===== config.mk =====
export PLATFORM = sky130hd
export DESIGN_NAME = vsbm_bridge
export DESIGN_NICKNAME = d
export VERILOG_FILES = /design/src/verilog/vsbm_bridge.v
export VERILOG_INCLUDE_DIRS = /design/src /design/src/verilog
export SDC_FILE = /design/constraint.sdc
export NUM_CORES = 2
export LEC_CHECK = 0
export ABC_AREA = 1
export BUFFER_PORTS_ARGS = -buffer_cell sky130_fd_sc_hd__buf_2
export CAP_MARGIN = 20
export CORE_AREA = 2 2 514 516
export CTS_BUF_LIST = sky130_fd_sc_hd__clkbuf_2 sky130_fd_sc_hd__clkbuf_4 sky130_fd_sc_hd__clkbuf_8
export CTS_CLUSTER_SIZE = 25
export DETAILED_ROUTE_END_ITERATION = 10
export DIE_AREA = 0 0 516 518
export MAX_ROUTING_LAYER = met4
export SLEW_MARGIN = 10
export SYNTH_ARGS = -nofsm -noshare
export SYNTH_HDL_FRONTEND = slang
export SYNTH_SLANG_ARGS = --single-unit

===== constraint.sdc =====
create_clock -name clk -period 6.5 [get_ports clk]
set_input_delay 0.65 -clock clk [delete_from_list [all_inputs] [get_ports clk]]
set_output_delay 0.65 -clock clk [all_outputs]
set_load 0.1 [all_outputs]

===== src/verilog/vsbm_map.vh =====
// register map, field positions, reset values and codes of the vme slave bridge
// assumes plain verilog-2005 and inclusion by bare name
`ifndef VSBM_MAP_VH
`define VSBM_MAP_VH
// global registers, byte addresses on the ahb-lite port
`define VSBM_MODE_OFS      12'h000
`define VSBM_RETRY_OFS     12'h004
`define VSBM_RERUN_OFS     12'h008
`define VSBM_CAP_OFS       12'h00c
`define VSBM_SHORT_OFS     12'h010
`define VSBM_STAT_OFS      12'h014
// window sets start at 0x040, stride 0x040, set index = addr[7:6]-1
`define VSBM_SET_FIRST     2'h1
`define VSBM_F_CTRL        4'h0
`define VSBM_F_A24_BASE    4'h1
`define VSBM_F_A24_SIZE    4'h2
`define VSBM_F_A24_TGT     4'h3
`define VSBM_F_A24_TSIZE   4'h4
`define VSBM_F_A32_BASE    4'h5
`define VSBM_F_A32_SIZE    4'h6
`define VSBM_F_A32_TGT     4'h7
`define VSBM_F_A32_TSIZE   4'h8
// mode register fields
`define VSBM_M_BLEN_LO     0
`define VSBM_M_STOP_LO     2
`define VSBM_M_BURST       4
`define VSBM_M_HARB        5
`define VSBM_M_SPLIT       6
`define VSBM_M_SFLOW       7
`define VSBM_M_RERUN       8
`define VSBM_MODE_RST      9'h000
`define VSBM_RETRY_RST     8'hff
`define VSBM_RERUN_RST     8'hff
// short window register: base in [15:0], enable in bit 16
`define VSBM_SHORT_EN      16
`define VSBM_SHORT_MASK    16'hfe00
// window set control fields
`define VSBM_C_DEC         0
`define VSBM_C_WP          1
// vme address space codes
`define VSBM_SP_A16        2'h0
`define VSBM_SP_A24        2'h1
`define VSBM_SP_A32        2'h2
`endif


===== src/verilog/vsbm_bridge.v =====
// vme slave to sbus master bridge: ahb-lite registers, window decode, sbus cycle control
// assumes vme address/data/space/write are stable while the strobe is low and that
// the sbus side answers with same-clock one-cycle ack or err pulses
//
// Overview of operation
// - read bursts stop at 8/16/32/64 byte boundary chosen by a two-bit code
// - sbus cycle ends with retry after programmed count of sbus clocks, 0..255
// - reruns issued only while rerun enable is set, never otherwise
// - reruns counted; cycle ends with error once rerun ceiling reached
// - burst transfers only while burst enable set, else single transfers
// - hidden arbitration only while its enable is set
// - split and split flowthrough each used only while own enable set
// - readable capability register shows split, flowthrough, hidden arbitration and burst enables, stop point and burst length
// - three window sets, each opening a 24-bit and a 32-bit window
// - wide windows reach memory; short window reaches only bridge registers
// - short-space accesses answered only while short window enabled
// - short window base ignores its lowest nine bits, 512-byte aligned
// - each set decodes only while its own decode enable is set
// - writes posted on vme only while that set's posting enable is set
// - each set claims 24-bit accesses inside its base and size and below its target size
// - claimed 24-bit accesses map into the set's sbus target range
// - each set holds a readable 32-bit window size
// - bridge is vme slave and sbus initiating master while serving
// - generated bursts capped by two-bit code 8/16/32/64 bytes
// - claimed 32-bit accesses map into the set's 32-bit sbus range
//
// Local design decisions: the AHB-Lite interface to the registers and the placing of the registers.
`include "vsbm_map.vh"
module vsbm_bridge (
    input  wire        clk,
    input  wire        sys_rst,
    // ahb-lite slave
    input  wire        hsel,
    input  wire [11:0] haddr,
    input  wire [1:0]  htrans,
    input  wire        hwrite,
    input  wire [2:0]  hsize,
    input  wire [31:0] hwdata,
    input  wire        hready,
    output reg  [31:0] hrdata,
    output reg         hreadyout,
    output reg         hresp,
    // vme slave side
    input  wire        vme_as_n,
    input  wire [31:0] vme_addr,
    input  wire [1:0]  vme_space,
    input  wire        vme_write,
    input  wire [31:0] vme_wdata,
    output reg  [31:0] vme_rdata,
    output reg         vme_dtack_n,
    output reg         vme_berr_n,
    // sbus master side
    output reg         sb_req,
    output reg  [31:0] sb_addr,
    output reg         sb_write,
    output reg  [31:0] sb_wdata,
    output reg         sb_burst,
    output reg  [1:0]  sb_len,
    output reg  [1:0]  sb_stop,
    output reg         sb_hidden_arb,
    output reg         sb_split,
    output reg         sb_split_flow,
    output reg         sb_rerun,
    output reg         sb_retry,
    input  wire        sb_ack,
    input  wire        sb_err,
    input  wire [31:0] sb_rdata
);
    localparam NSET = 3;
    localparam [4:0] ST_IDLE = 5'h01, ST_REG = 5'h02, ST_SBUS = 5'h04,
                     ST_GAP = 5'h08, ST_REL = 5'h10;

    ////////////////////////////////////////////////////////////////////////
    // registers
    reg [8:0]  mode;
    reg [7:0]  retry_time;
    reg [7:0]  rerun_limit;
    reg [16:0] short_win;
    reg [1:0]  set_ctrl  [0:NSET-1];
    reg [31:0] a24_base  [0:NSET-1];
    reg [31:0] a24_size  [0:NSET-1];
    reg [31:0] a24_tgt   [0:NSET-1];
    reg [31:0] a24_tsize [0:NSET-1];
    reg [31:0] a32_base  [0:NSET-1];
    reg [31:0] a32_size  [0:NSET-1];
    reg [31:0] a32_tgt   [0:NSET-1];
    reg [31:0] a32_tsize [0:NSET-1];
    reg        last_err;
    reg        last_retry;
    reg [4:0]  state;
    reg [7:0]  retry_cnt;
    reg [7:0]  rerun_cnt;

    // ahb address phase capture
    reg        ap_wr;
    reg [11:0] ap_addr;
    wire       ahb_take = hsel & htrans[1] & hready;

    // vme strobe synchroniser, a change counts once stages 2 and 3 agree
    reg as_s1, as_s2, as_s3, as_on;
    always @(posedge clk) begin
        if (sys_rst) begin
            as_s1 <= 1'b1;
            as_s2 <= 1'b1;
            as_s3 <= 1'b1;
            as_on <= 1'b0;
        end else begin
            as_s1 <= vme_as_n;
            as_s2 <= as_s1;
            as_s3 <= as_s2;
            if (as_s2 == as_s3)
                as_on <= ~as_s3;
        end
    end

    ////////////////////////////////////////////////////////////////////////
    // register read mux, shared by ahb and the short vme window
    function [31:0] rd_reg;
        input [11:0] a;
        reg   [1:0]  s;
        begin
            rd_reg = 32'h0;
            s = a[7:6] - `VSBM_SET_FIRST;
            if (a[11:8] == 4'h0 && a[7:6] != 2'h0 && a[5:2] <= `VSBM_F_A32_TSIZE) begin
                case (a[5:2])
                    `VSBM_F_CTRL:      rd_reg = {30'h0, set_ctrl[s]};
                    `VSBM_F_A24_BASE:  rd_reg = a24_base[s];
                    `VSBM_F_A24_SIZE:  rd_reg = a24_size[s];
                    `VSBM_F_A24_TGT:   rd_reg = a24_tgt[s];
                    `VSBM_F_A24_TSIZE: rd_reg = a24_tsize[s];
                    `VSBM_F_A32_BASE:  rd_reg = a32_base[s];
                    `VSBM_F_A32_SIZE:  rd_reg = a32_size[s];
                    `VSBM_F_A32_TGT:   rd_reg = a32_tgt[s];
                    default:           rd_reg = a32_tsize[s];
                endcase
            end else if (a == `VSBM_MODE_OFS)
                rd_reg = {23'h0, mode};
            else if (a == `VSBM_RETRY_OFS)
                rd_reg = {24'h0, retry_time};
            else if (a == `VSBM_RERUN_OFS)
                rd_reg = {24'h0, rerun_limit};
            else if (a == `VSBM_CAP_OFS)
                rd_reg = {24'h0, mode[`VSBM_M_SPLIT], mode[`VSBM_M_SFLOW],
                          mode[`VSBM_M_HARB], mode[`VSBM_M_BURST],
                          mode[3:2], mode[1:0]};
            else if (a == `VSBM_SHORT_OFS)
                rd_reg = {15'h0, short_win};
            else if (a == `VSBM_STAT_OFS)
                rd_reg = {14'h0, rerun_cnt, retry_cnt, last_retry, last_err};
        end
    endfunction

    ////////////////////////////////////////////////////////////////////////
    // latched vme request
    reg [31:0] req_addr;
    reg [1:0]  req_space;
    reg        req_write;
    reg [31:0] req_wdata;
    reg        posted;

    // per-set window decode and translation
    wire [NSET-1:0] hit24;
    wire [NSET-1:0] hit32;
    wire [31:0]     xl24 [0:NSET-1];
    wire [31:0]     xl32 [0:NSET-1];
    genvar g;
    generate
        for (g = 0; g < NSET; g = g + 1) begin : g_win
            wire [31:0] off24 = {8'h0, req_addr[23:0]} - a24_base[g];
            wire [31:0] off32 = req_addr - a32_base[g];
            // a window claims only while its decode enable is set
            assign hit24[g] = set_ctrl[g][`VSBM_C_DEC] & (req_space == `VSBM_SP_A24)
                            & ({8'h0, req_addr[23:0]} >= a24_base[g])
                            & (off24 < a24_size[g]) & (off24 < a24_tsize[g]);
            assign hit32[g] = set_ctrl[g][`VSBM_C_DEC] & (req_space == `VSBM_SP_A32)
                            & (req_addr >= a32_base[g])
                            & (off32 < a32_size[g]) & (off32 < a32_tsize[g]);
            assign xl24[g] = a24_tgt[g] + off24;
            assign xl32[g] = a32_tgt[g] + off32;
        end
    endgenerate

    // lowest numbered matching set wins
    reg        any_hit;
    reg [31:0] hit_addr;
    reg        hit_wp;
    integer    k;
    always @* begin
        any_hit  = 1'b0;
        hit_addr = 32'h0;
        hit_wp   = 1'b0;
        for (k = NSET - 1; k >= 0; k = k - 1) begin
            if (hit24[k] | hit32[k]) begin
                any_hit  = 1'b1;
                hit_addr = hit24[k] ? xl24[k] : xl32[k];
                hit_wp   = set_ctrl[k][`VSBM_C_WP];
            end
        end
    end

    // short window: registers only, 512-byte aligned base
    wire short_hit = short_win[`VSBM_SHORT_EN] & (req_space == `VSBM_SP_A16)
                   & ((req_addr[15:0] & `VSBM_SHORT_MASK)
                      == (short_win[15:0] & `VSBM_SHORT_MASK));
    wire vme_reg_wr = (state == ST_REG) & req_write & ~ap_wr;

    ////////////////////////////////////////////////////////////////////////
    // register writes; an ahb write stalls a concurrent short-window write
    reg [11:0] w_addr;
    reg [31:0] w_data;
    reg        w_en;
    reg [1:0]  w_set;
    always @* begin
        w_en   = ap_wr | vme_reg_wr;
        w_addr = ap_wr ? ap_addr : {3'h0, req_addr[8:0]};
        w_data = ap_wr ? hwdata : req_wdata;
        w_set  = w_addr[7:6] - `VSBM_SET_FIRST;
    end

    integer i;
    always @(posedge clk) begin
        if (sys_rst) begin
            mode        <= `VSBM_MODE_RST;
            retry_time  <= `VSBM_RETRY_RST;
            rerun_limit <= `VSBM_RERUN_RST;
            short_win   <= 17'h0;
            for (i = 0; i < NSET; i = i + 1) begin
                set_ctrl[i]  <= 2'h0;
                a24_base[i]  <= 32'h0;
                a24_size[i]  <= 32'h0;
                a24_tgt[i]   <= 32'h0;
                a24_tsize[i] <= 32'h0;
                a32_base[i]  <= 32'h0;
                a32_size[i]  <= 32'h0;
                a32_tgt[i]   <= 32'h0;
                a32_tsize[i] <= 32'h0;
            end
        end else if (w_en) begin
            if (w_addr[11:8] == 4'h0 && w_addr[7:6] != 2'h0) begin
                case (w_addr[5:2])
                    `VSBM_F_CTRL:      set_ctrl[w_set]  <= w_data[1:0];
                    `VSBM_F_A24_BASE:  a24_base[w_set]  <= {8'h0, w_data[23:0]};
                    `VSBM_F_A24_SIZE:  a24_size[w_set]  <= w_data;
                    `VSBM_F_A24_TGT:   a24_tgt[w_set]   <= w_data;
                    `VSBM_F_A24_TSIZE: a24_tsize[w_set] <= w_data;
                    `VSBM_F_A32_BASE:  a32_base[w_set]  <= w_data;
                    `VSBM_F_A32_SIZE:  a32_size[w_set]  <= w_data;
                    `VSBM_F_A32_TGT:   a32_tgt[w_set]   <= w_data;
                    `VSBM_F_A32_TSIZE: a32_tsize[w_set] <= w_data;
                    default: ;
                endcase
            end else if (w_addr == `VSBM_MODE_OFS)
                mode <= w_data[8:0];
            else if (w_addr == `VSBM_RETRY_OFS)
                retry_time <= w_data[7:0]; // floor is software's job
            else if (w_addr == `VSBM_RERUN_OFS)
                rerun_limit <= w_data[7:0];
            else if (w_addr == `VSBM_SHORT_OFS)
                short_win <= {w_data[16], w_data[15:9], 9'h0};
        end
    end

    ////////////////////////////////////////////////////////////////////////
    // ahb-lite slave: zero wait states, always okay, unmapped reads zero
    always @(posedge clk) begin
        if (sys_rst) begin
            ap_wr     <= 1'b0;
            ap_addr   <= 12'h0;
            hrdata    <= 32'h0;
            hreadyout <= 1'b1;
            hresp     <= 1'b0;
        end else begin
            ap_wr     <= ahb_take & hwrite;
            ap_addr   <= haddr;
            hrdata    <= (ahb_take & ~hwrite) ? rd_reg(haddr) : 32'h0;
            hreadyout <= 1'b1;
            hresp     <= 1'b0;
        end
    end

    ////////////////////////////////////////////////////////////////////////
    // vme request state machine; serving makes us vme slave and sbus master
    wire retry_due = (retry_cnt == retry_time);
    always @(posedge clk) begin
        if (sys_rst) begin
            state       <= ST_IDLE;
            req_addr    <= 32'h0;
            req_space   <= 2'h0;
            req_write   <= 1'b0;
            req_wdata   <= 32'h0;
            posted      <= 1'b0;
            vme_rdata   <= 32'h0;
            vme_dtack_n <= 1'b1;
            vme_berr_n  <= 1'b1;
            sb_req      <= 1'b0;
            sb_addr     <= 32'h0;
            sb_write    <= 1'b0;
            sb_wdata    <= 32'h0;
            sb_burst    <= 1'b0;
            sb_len      <= 2'h0;
            sb_stop     <= 2'h0;
            sb_rerun    <= 1'b0;
            sb_retry    <= 1'b0;
            retry_cnt   <= 8'h0;
            rerun_cnt   <= 8'h0;
            last_err    <= 1'b0;
            last_retry  <= 1'b0;
            sb_hidden_arb <= 1'b0;
            sb_split      <= 1'b0;
            sb_split_flow <= 1'b0;
        end else begin
            sb_rerun <= 1'b0;
            sb_retry <= 1'b0;
            sb_hidden_arb <= mode[`VSBM_M_HARB];
            sb_split      <= mode[`VSBM_M_SPLIT];
            sb_split_flow <= mode[`VSBM_M_SFLOW];
            case (state)
                ST_IDLE: begin
                    // inputs are stable once the strobe has settled low
                    if (as_on) begin
                        req_addr  <= vme_addr;
                        req_space <= vme_space;
                        req_write <= vme_write;
                        req_wdata <= vme_wdata;
                        state     <= ST_GAP;
                    end
                end
                ST_GAP: begin
                    // decode from latched request, one cycle after capture
                    if (short_hit)
                        state <= ST_REG;
                    else if (any_hit) begin
                        sb_req    <= 1'b1;
                        sb_addr   <= hit_addr;
                        sb_write  <= req_write;
                        sb_wdata  <= req_wdata;
                        sb_burst  <= mode[`VSBM_M_BURST];
                        sb_len    <= mode[`VSBM_M_BURST] ? mode[1:0] : 2'h0;
                        sb_stop   <= mode[3:2];
                        retry_cnt <= 8'h0;
                        rerun_cnt <= 8'h0;
                        posted    <= req_write & hit_wp;
                        if (req_write & hit_wp)
                            vme_dtack_n <= 1'b0;
                        state     <= ST_SBUS;
                    end else
                        state <= ST_REL;
                end
                ST_REG: begin
                    // register access only, never memory; a write waits out ahb writes
                    if (~req_write | ~ap_wr) begin
                        vme_rdata   <= rd_reg({3'h0, req_addr[8:0]});
                        vme_dtack_n <= 1'b0;
                        state       <= ST_REL;
                    end
                end
                ST_SBUS: begin
                    if (sb_ack | sb_err) begin
                        sb_req     <= 1'b0;
                        last_err   <= sb_err;
                        last_retry <= 1'b0;
                        vme_rdata  <= sb_rdata;
                        if (!posted) begin
                            vme_dtack_n <= ~sb_ack;
                            vme_berr_n  <= ~sb_err;
                        end
                        state <= ST_REL;
                    end else if (retry_due) begin
                        sb_retry <= 1'b1;
                        if (mode[`VSBM_M_RERUN] && rerun_cnt != rerun_limit) begin
                            sb_rerun  <= 1'b1;
                            rerun_cnt <= rerun_cnt + 8'h1;
                            retry_cnt <= 8'h0;
                        end else begin
                            // ceiling reached or reruns off: end with error
                            sb_req     <= 1'b0;
                            last_err   <= mode[`VSBM_M_RERUN];
                            last_retry <= 1'b1;
                            if (!posted)
                                vme_berr_n <= 1'b0;
                            state <= ST_REL;
                        end
                    end else
                        retry_cnt <= retry_cnt + 8'h1;
                end
                ST_REL: begin
                    // hold the answer until the master lifts its strobe
                    if (!as_on) begin
                        vme_dtack_n <= 1'b1;
                        vme_berr_n  <= 1'b1;
                        state       <= ST_IDLE;
                    end
                end
                default: state <= ST_IDLE;
            endcase
        end
    end
endmodule


# Word level (Yosys, flattened, before mapping)
# Memories as Yosys holds them, arrays and structs flattened.
# Cells that the tools add are included.
[op_classes] n_addsub=17 magnitude_cmp=20 eq_ne=63 muxes=155 bitwise=54 n_reduce_logical=49
[op_table] op="$mux 32" count=18
[op_table] op="$pmux 32 s8" count=2
[op_table] op="$lt 32x32->1" count=12
[op_table] op="$reduce_or 32->1" count=7
[op_table] op="$mux 18" count=12
[op_table] op="$add 32x32->32" count=6
[op_table] op="$ge 24x32->1" count=3
[op_table] op="$ge 32x32->1" count=3
[op_table] op="$sub 24x32->32" count=3
[op_table] op="$sub 32x32->32" count=3
[op_table] op="$mux 1" count=87
[op_table] op="$mux 8" count=8
[op_table] op="$pmux 32 s2" count=1
[op_table] op="$eq 4x3->1 const B" count=12
[op_table] op="$mux 5" count=8
[op_table] op="$eq 12x4->1 const B" count=3
[op_table] op="$eq 12x5->1 const B" count=3
[op_table] op="$and 1x1->1" count=33
[op_table] op="$pmux 8 s2" count=2
[op_table] op="$pmux 5 s5" count=1
[op_table] op="$eq 12x3->1 const B" count=2
[op_table] op="$eq 4x2->1 const B" count=6
[op_table] op="$logic_not 12->1" count=2
[op_table] op="$mux 24" count=1
[op_table] op="other kinds (45)" count=120
[word_totals] reg_bits=283 mem_bits_rw=750 output_inout_bits=144 elab_cells=403 mem_count=9
[memory_table] name="a24_size" words=3 word_bits=32 read_ports=5 rd_ports_with_merged_regs=0 write_ports=3 line="vsbm_bridge.v:81" source="reg [31:0] a24_size [0:NSET-1];"
[memory_table] name="a24_tgt" words=3 word_bits=32 read_ports=5 rd_ports_with_merged_regs=0 write_ports=3 line="vsbm_bridge.v:82" source="reg [31:0] a24_tgt [0:NSET-1];"
[memory_table] name="a24_tsize" words=3 word_bits=32 read_ports=5 rd_ports_with_merged_regs=0 write_ports=3 line="vsbm_bridge.v:83" source="reg [31:0] a24_tsize [0:NSET-1];"
[memory_table] name="a32_base" words=3 word_bits=32 read_ports=5 rd_ports_with_merged_regs=0 write_ports=3 line="vsbm_bridge.v:84" source="reg [31:0] a32_base [0:NSET-1];"
[memory_table] name="a32_size" words=3 word_bits=32 read_ports=5 rd_ports_with_merged_regs=0 write_ports=3 line="vsbm_bridge.v:85" source="reg [31:0] a32_size [0:NSET-1];"
[memory_table] name="a32_tgt" words=3 word_bits=32 read_ports=5 rd_ports_with_merged_regs=0 write_ports=3 line="vsbm_bridge.v:86" source="reg [31:0] a32_tgt [0:NSET-1];"
[memory_table] name="+3 memories"

# Depth between registers and ports, before layout
[depth] depth_word=14 ltp_mapped=35 ltp_nobuf=34

# Least setup slack after synthesis
# OpenSTA, ideal clock, no wires.
[synth_path] kind="register to register" startpoint="register req_addr[1]" endpoint="register retry_cnt[4]" arrival_ns=4.491 setup_slack_ns=1.881 stages_incl_launch_ff=30 synth_period_minus_slack_ns=4.619 path_cell_list="dfxtp_1 inv_1 fa_1 nand3b_1 nand2_1 nand2_1 nand2_1 a21oi_1 o21bai_1 a21boi_0 o21ai_0 a21oi_1 o211ai_1 nand2_1 ha_1 nand2_1 nor2_1 nand4_1 nor3_1 nand2_1 nand3_1 nor2_1 nor2_1 nand3_4 nand2_2 buf_6 nand2_4 buf_6 o21ai_1 nor2_1"
[synth_between] elab_chain_cells=10 word_cells_on_any_way=50
[synth_lines] item="start, declared" line="vsbm_bridge.v:155" source="reg [31:0] req_addr;"
[synth_lines] item="start signal, assigned" line="vsbm_bridge.v:321" source="req_addr <= vme_addr;"
[synth_lines] item="$sub 24x32->32, or another cell as far along" line="vsbm_bridge.v:169" source="wire [31:0] off24 = {8'h0, req_addr[23:0]} - a24_base[g];"
[synth_lines] item="$lt 32x32->1, or another cell as far along" line="vsbm_bridge.v:174" source="& (off24 < a24_size[g]) & (off24 < a24_tsize[g]);"
[synth_lines] item="$and 1x1->1, on equally long branches (2 in series)" line="vsbm_bridge.v:172, vsbm_bridge.v:175"
[synth_lines] item="$or 1x1->1" line="vsbm_bridge.v:193" source="if (hit24[k] | hit32[k]) begin"
[synth_lines] item="$mux 1 (2 in series)" line="vsbm_bridge.v:193"
[synth_lines] item="$mux 1 *" line="vsbm_bridge.v:193"
[synth_lines] item="$ne 2x2->1 (no line) *"
[synth_lines] item="$reduce_and 5->1 (no line) *"
[synth_lines] item="end signal, assigned" line="vsbm_bridge.v:384" source="retry_cnt <= retry_cnt + 8'h1;"
[synth_lines] item="end, declared" line="vsbm_bridge.v:91" source="reg [7:0] retry_cnt;"
# Every way passes the cells marked *; elsewhere a longest branch is shown, timed or not.
# A chain may end at the register's enable or synchronous reset.

# Final worst setup path
[layout_path] startpoint="register req_addr[0]" endpoint="register sb_addr[6]"
[layout_between] elab_chain_cells=9 word_cells_on_any_way=61
[layout_lines] item="$sub 24x32->32, or another cell as far along" line="vsbm_bridge.v:169"
[layout_lines] item="$lt 32x32->1, or another cell as far along" line="vsbm_bridge.v:174"
[layout_lines] item="$and 1x1->1, on equally long branches (2 in series)" line="vsbm_bridge.v:172, vsbm_bridge.v:175"
[layout_lines] item="$or 1x1->1" line="vsbm_bridge.v:193"
[layout_lines] item="$mux 1 (3 in series)" line="vsbm_bridge.v:193"
[layout_lines] item="$reduce_and 3->1 (no line)"
[layout_lines] item="end signal, assigned" line="vsbm_bridge.v:334" source="sb_addr <= hit_addr;"
[layout_lines] item="end, declared" line="vsbm_bridge.v:54" source="output reg [31:0] sb_addr,"
# Several ways; a longest one is shown, not always the timed one.

==> flow_summary.rst <==
.. list-table::
   :header-rows: 1

   * - Metric
     - Value
   * - Leading cell type in the layout, fill and taps excluded
     - sky130_fd_sc_hd__nand2_1
   * - Number of cells produced by synthesis
     - roughly 13,000
   * - Most frequent cells in the layout
     - 2,051 x sky130_fd_sc_hd__nand2_1, 1,849 x sky130_fd_sc_hd__a21oi_1, 1,512 x sky130_fd_sc_hd__nor2_1
   * - IR Drop Worst-Case VDD
     - approximately 190 uV
   * - Critical path data required time
     - 7.29 ns
   * - Startpoint of the most critical hold path
     - sb_rdata[12]
   * - Num Clock Sinks
     - between 1,000 and 1,500
   * - Total setup buffers inserted after CTS
     - 0
   * - Top cell by count, worst path
     - sky130_fd_sc_hd__nand2_1
   * - Leakage power
     - roughly 46 nW
   * - Count of boundary I/O pins
     - 300
   * - Quantity of I/O buffers inserted on ports
     - slightly below 300
   * - Worst Path Buf+Inv
     - 7
   * - Areal power density over the cells
     - 205 nW/um^2
   * - Setup skew after layout
     - 0.122 ns
   * - Number of warnings printed during yosys synthesis
     - 0
   * - Count of unresolved DRC violations after routing
     - 0
   * - Horiz. Die Dim
     - slightly above 500 um
   * - Max Root-Sink Buffers
     - 4
   * - Depth of the CTS H-tree
     - 5
   * - Worst slack on hold paths
     - between 0.05 and 0.06 ns
   * - Class of the worst hold path
     - input pin to register
   * - Remaining max-slew budget at the tightest pin
     - under 10%
   * - DP HPWL
     - around 420,000 um
   * - Startpoint of the worst register-to-register path
     - req_addr[0]$_SDFFE_PP0P_
   * - RSZ-0062 raised after global routing
     - no
   * - Number of enable flip-flop cells after synthesis
     - approximately 1,000
   * - Fill cell total of the finished layout
     - between 20,000 and 30,000
   * - Area Growth Syn to Fin
     - 16.1%
   * - Avg WL per Cell
     - ~31 um
   * - Largest net degree at the start of global routing
     - roughly 150
   * - Clk slew on worst S/H paths
     - around 0.06 ns
   * - First-pass GRT wire length
     - between 700,000 and 800,000 um
   * - Row count
     - approximately 190
   * - Synthesized cell area
     - 93,900 um^2
   * - Hold Path Depth
     - 3
   * - Share of the clock period used by the worst path after layout
     - a little over nine tenths
   * - Worst path slowest cell
     - sky130_fd_sc_hd__xnor2_1
   * - Worst Setup Path Type
     - register to register
   * - Proportion of netlist area held by the largest area contributor
     - a little under a third
   * - TritonCTS Buffers
     - about 270
   * - Share of cells above drive strength 1
     - about a tenth
   * - Die ar.
     - 267,000 um^2
   * - Pins Over Slew Limit
     - 0
   * - Drt initial violations
     - about 15,000
   * - Vias in the first global route
     - about 90,000
   * - DIE HEIGHT
     - 518 um
   * - Initial antenna violation count
     - 60
   * - Vias per Instance
     - ~5.8
   * - Cell family with most CP delay
     - simple AND/OR/NAND/NOR gates
   * - Endpoint of the worst hold path
     - vme_rdata[12]$_SDFFE_PP0P_
   * - Final wirelength
     - ~540,000 um
   * - Dominant synthesized flop cell
     - sky130_fd_sc_hd__edfxtp_1
   * - Max-cap violations
     - 0
   * - Number of detailed-routing iterations run before antenna repair
     - 8
   * - Asr flop ratio synth
     - 0%
   * - Total number of vias
     - around 99,000
   * - Final nets
     - ~14,000
   * - Outcome
     - finished, final reports clean
   * - Logic depth of the worst register-to-register path
     - 31
   * - Placer congestion estimate
     - approximately 1.1
   * - Worst-Margin Slew
     - between 1 and 1.5 ns
   * - Final setup TNS
     - 0 ns
   * - Register area share after synthesis
     - between 30% and 40%
   * - Clock period minus final worst setup slack
     - around 6.3 ns
   * - Total of flip-flops plus latches after synthesis
     - 1,283
   * - Worst flop-to-flop path endpoint
     - sb_addr[6]$_SDFFE_PP0P_
   * - Overflow left after global routing
     - 0
   * - Endpoints failing setup
     - 0
   * - Startpoint type of the worst setup path
     - register
   * - Largest fanout on the critical path
     - 10
   * - Master cell of the clock root buffer
     - sky130_fd_sc_hd__clkbuf_8
   * - Crit end category
     - register
   * - Starting density of the core
     - 35.9%
   * - Slack of the worst reg-to-reg path
     - roughly 0.16 ns
   * - Distinct cell type count after synthesis
     - 70
   * - Highest Clock Rate
     - roughly 160 MHz
   * - Longest individual stage delay on the worst path
     - approximately 0.66 ns
   * - Count of final hold-check violations
     - 0
   * - Main area contributors after synthesis
     - sky130_fd_sc_hd__edfxtp_1 32%, sky130_fd_sc_hd__a21oi_1 9.9%, sky130_fd_sc_hd__ha_1 9.7%
   * - Core area
     - between 200,000 and 300,000 um^2
   * - Clk Latency, worst-skew pair
     - roughly 1.1 ns
   * - Cell type with the largest total area after synthesis
     - sky130_fd_sc_hd__edfxtp_1
   * - CTS tree
     - done
   * - Global-route usage over all layers
     - 40.2%
   * - Count of nets left with antenna violations after detail routing
     - 0
   * - Post-Syn Area per Cell
     - ~7.4 um^2
   * - Data arrival time of the critical path
     - ~7.1 ns
[kinds of logic after synthesis]
logic type / Yosys count / synth area share [%]
compound gates: 3822 / 21.6
xor+xnor: 284 / 2.65
fa+ha+maj: 742 / 9.98
buf+inv: 2061 / 8.33
flops: 1283 / 38.0
other cells: 2 / 0.00799
simple gates: 4438 / 19.4
[metal layers]
layer  global-route usage, %  vias up  share of wire (%)
li1                        -    44400                  -
met1                    50.6    46900                 39
met2                    56.2     6402                 41
met3                    7.94     1454                9.9
met4                    30.9        0                9.5
met5                       -        -                  0
[power breakdown]
group          switching (mW)  total [mW]  internal (mW)
combinational            2.80        3.85           1.06
sequential              0.155        9.23           9.07
clock                    4.23        9.22           4.99
[sequential cells by signal, indices dropped and copies added, names as in the netlist, 9 cells and up]
name and cells:
a24_size 128, a24_tgt 128, a24_tsize 128, a32_base 128, a32_size 128, a32_tgt 128
a32_tsize 128, a24_base 96, hrdata 32, req_addr 32, req_wdata 32, sb_addr 32
sb_wdata 32, vme_rdata 32, ap_addr 12, mode 9
[through the flow]
step           utilization [%]  power (mW)  instances  area [um^2]  worst slack [ns]
6_report                  41.7        22.3      17100       109000             0.164
5_1_grt                   41.7        22.9      17100       109000            0.0156
4_1_cts                   41.6        22.2      17100       109000             0.152
3_5_place_dp              39.2        13.0      16500       102000            0.0675
3_3_place_gp              39.2        13.0      16500       102000            0.0854
2_1_floorplan                -        11.4      12900        94900              1.88
[timing repair]
item                                    4_1_cts  5_1_grt
endpoints found under the hold margin        96        0
endpoints found under the setup margin        4       87
gates cloned                                  0        0
hold buffers                                 97        0
resized for setup                             1       14
[worst register-to-register path, delay by kind of cell (launching register included)]
kind	cells	cell delay (ns)
flip-flops	1	0.33
adder cells (fa/ha/maj)	3	0.90
buffers and inverters	7	1.09
AO/OA/AOI/OAI	3	0.47
AND/OR/NAND/NOR	17	2.62
XOR/XNOR	1	0.66
[how the worst max path moves through the flow]
stage                                  start                   endpoint  slack, ns  cells after the start
global route        req_addr[8]$_SDFFE_PP0P_   sb_wdata[8]$_SDFFE_PP0P_       0.02                     31
detailed placement  req_addr[0]$_SDFFE_PP0P_  retry_cnt[7]$_SDFFE_PP0P_       0.07                     33
global placement    req_addr[0]$_SDFFE_PP0P_  retry_cnt[7]$_SDFFE_PP0P_       0.09                     33
floorplan           req_addr[1]$_SDFFE_PP0P_  retry_cnt[4]$_SDFFE_PP0P_       1.88                     29
CTS                 req_addr[0]$_SDFFE_PP0P_   sb_addr[20]$_SDFFE_PP0P_       0.15                     32
finish              req_addr[0]$_SDFFE_PP0P_    sb_addr[6]$_SDFFE_PP0P_       0.16                     31
[synth_stat cells (all sizes together), types with 4 or more instances]
| library cell | instances |
|---|---|
| clkinv | 9 |
| o21ai | 1521 |
| nand3b | 24 |
| o22ai | 7 |
| or2 | 55 |
| a41oi | 7 |
| o211ai | 69 |
| nor3 | 89 |
| fa | 12 |
| o31ai | 6 |
| nor4 | 35 |
| o2111ai | 16 |
| xor2 | 174 |
| nor3b | 8 |
| a2111oi | 11 |
| a31o | 12 |
| a21o | 59 |
| a221oi | 19 |
| xnor2 | 110 |
| a211oi | 46 |
| o21a | 40 |
| and3 | 15 |
| o21bai | 39 |
| nand4 | 105 |
| a311oi | 8 |
| dfxtp | 283 |
| a31oi | 55 |
| nor2 | 1532 |
| ha | 730 |
| a21oi | 1854 |
| edfxtp | 1000 |
| a21boi | 19 |
| and2 | 9 |
| a32o | 4 |
| nand2 | 2077 |
| nand3 | 486 |
| clkbuf | 531 |
| inv | 1416 |
| buf | 105 |
| o221ai | 18 |
[final cells by class]
class	instances	area (um^2)	share of cell area (%)
timing repair buffer	827	6060	5.56
multi-input combinational	9538	52000	47.6
clock buffer	370	4590	4.21
antenna	68	170	0.156
inverter	1425	5380	4.94
tap	3515	4400	4.03
sequential	1283	35700	32.7
clock inverter	100	790	0.724
Note: power is estimated with default switching activity, not from simulation.
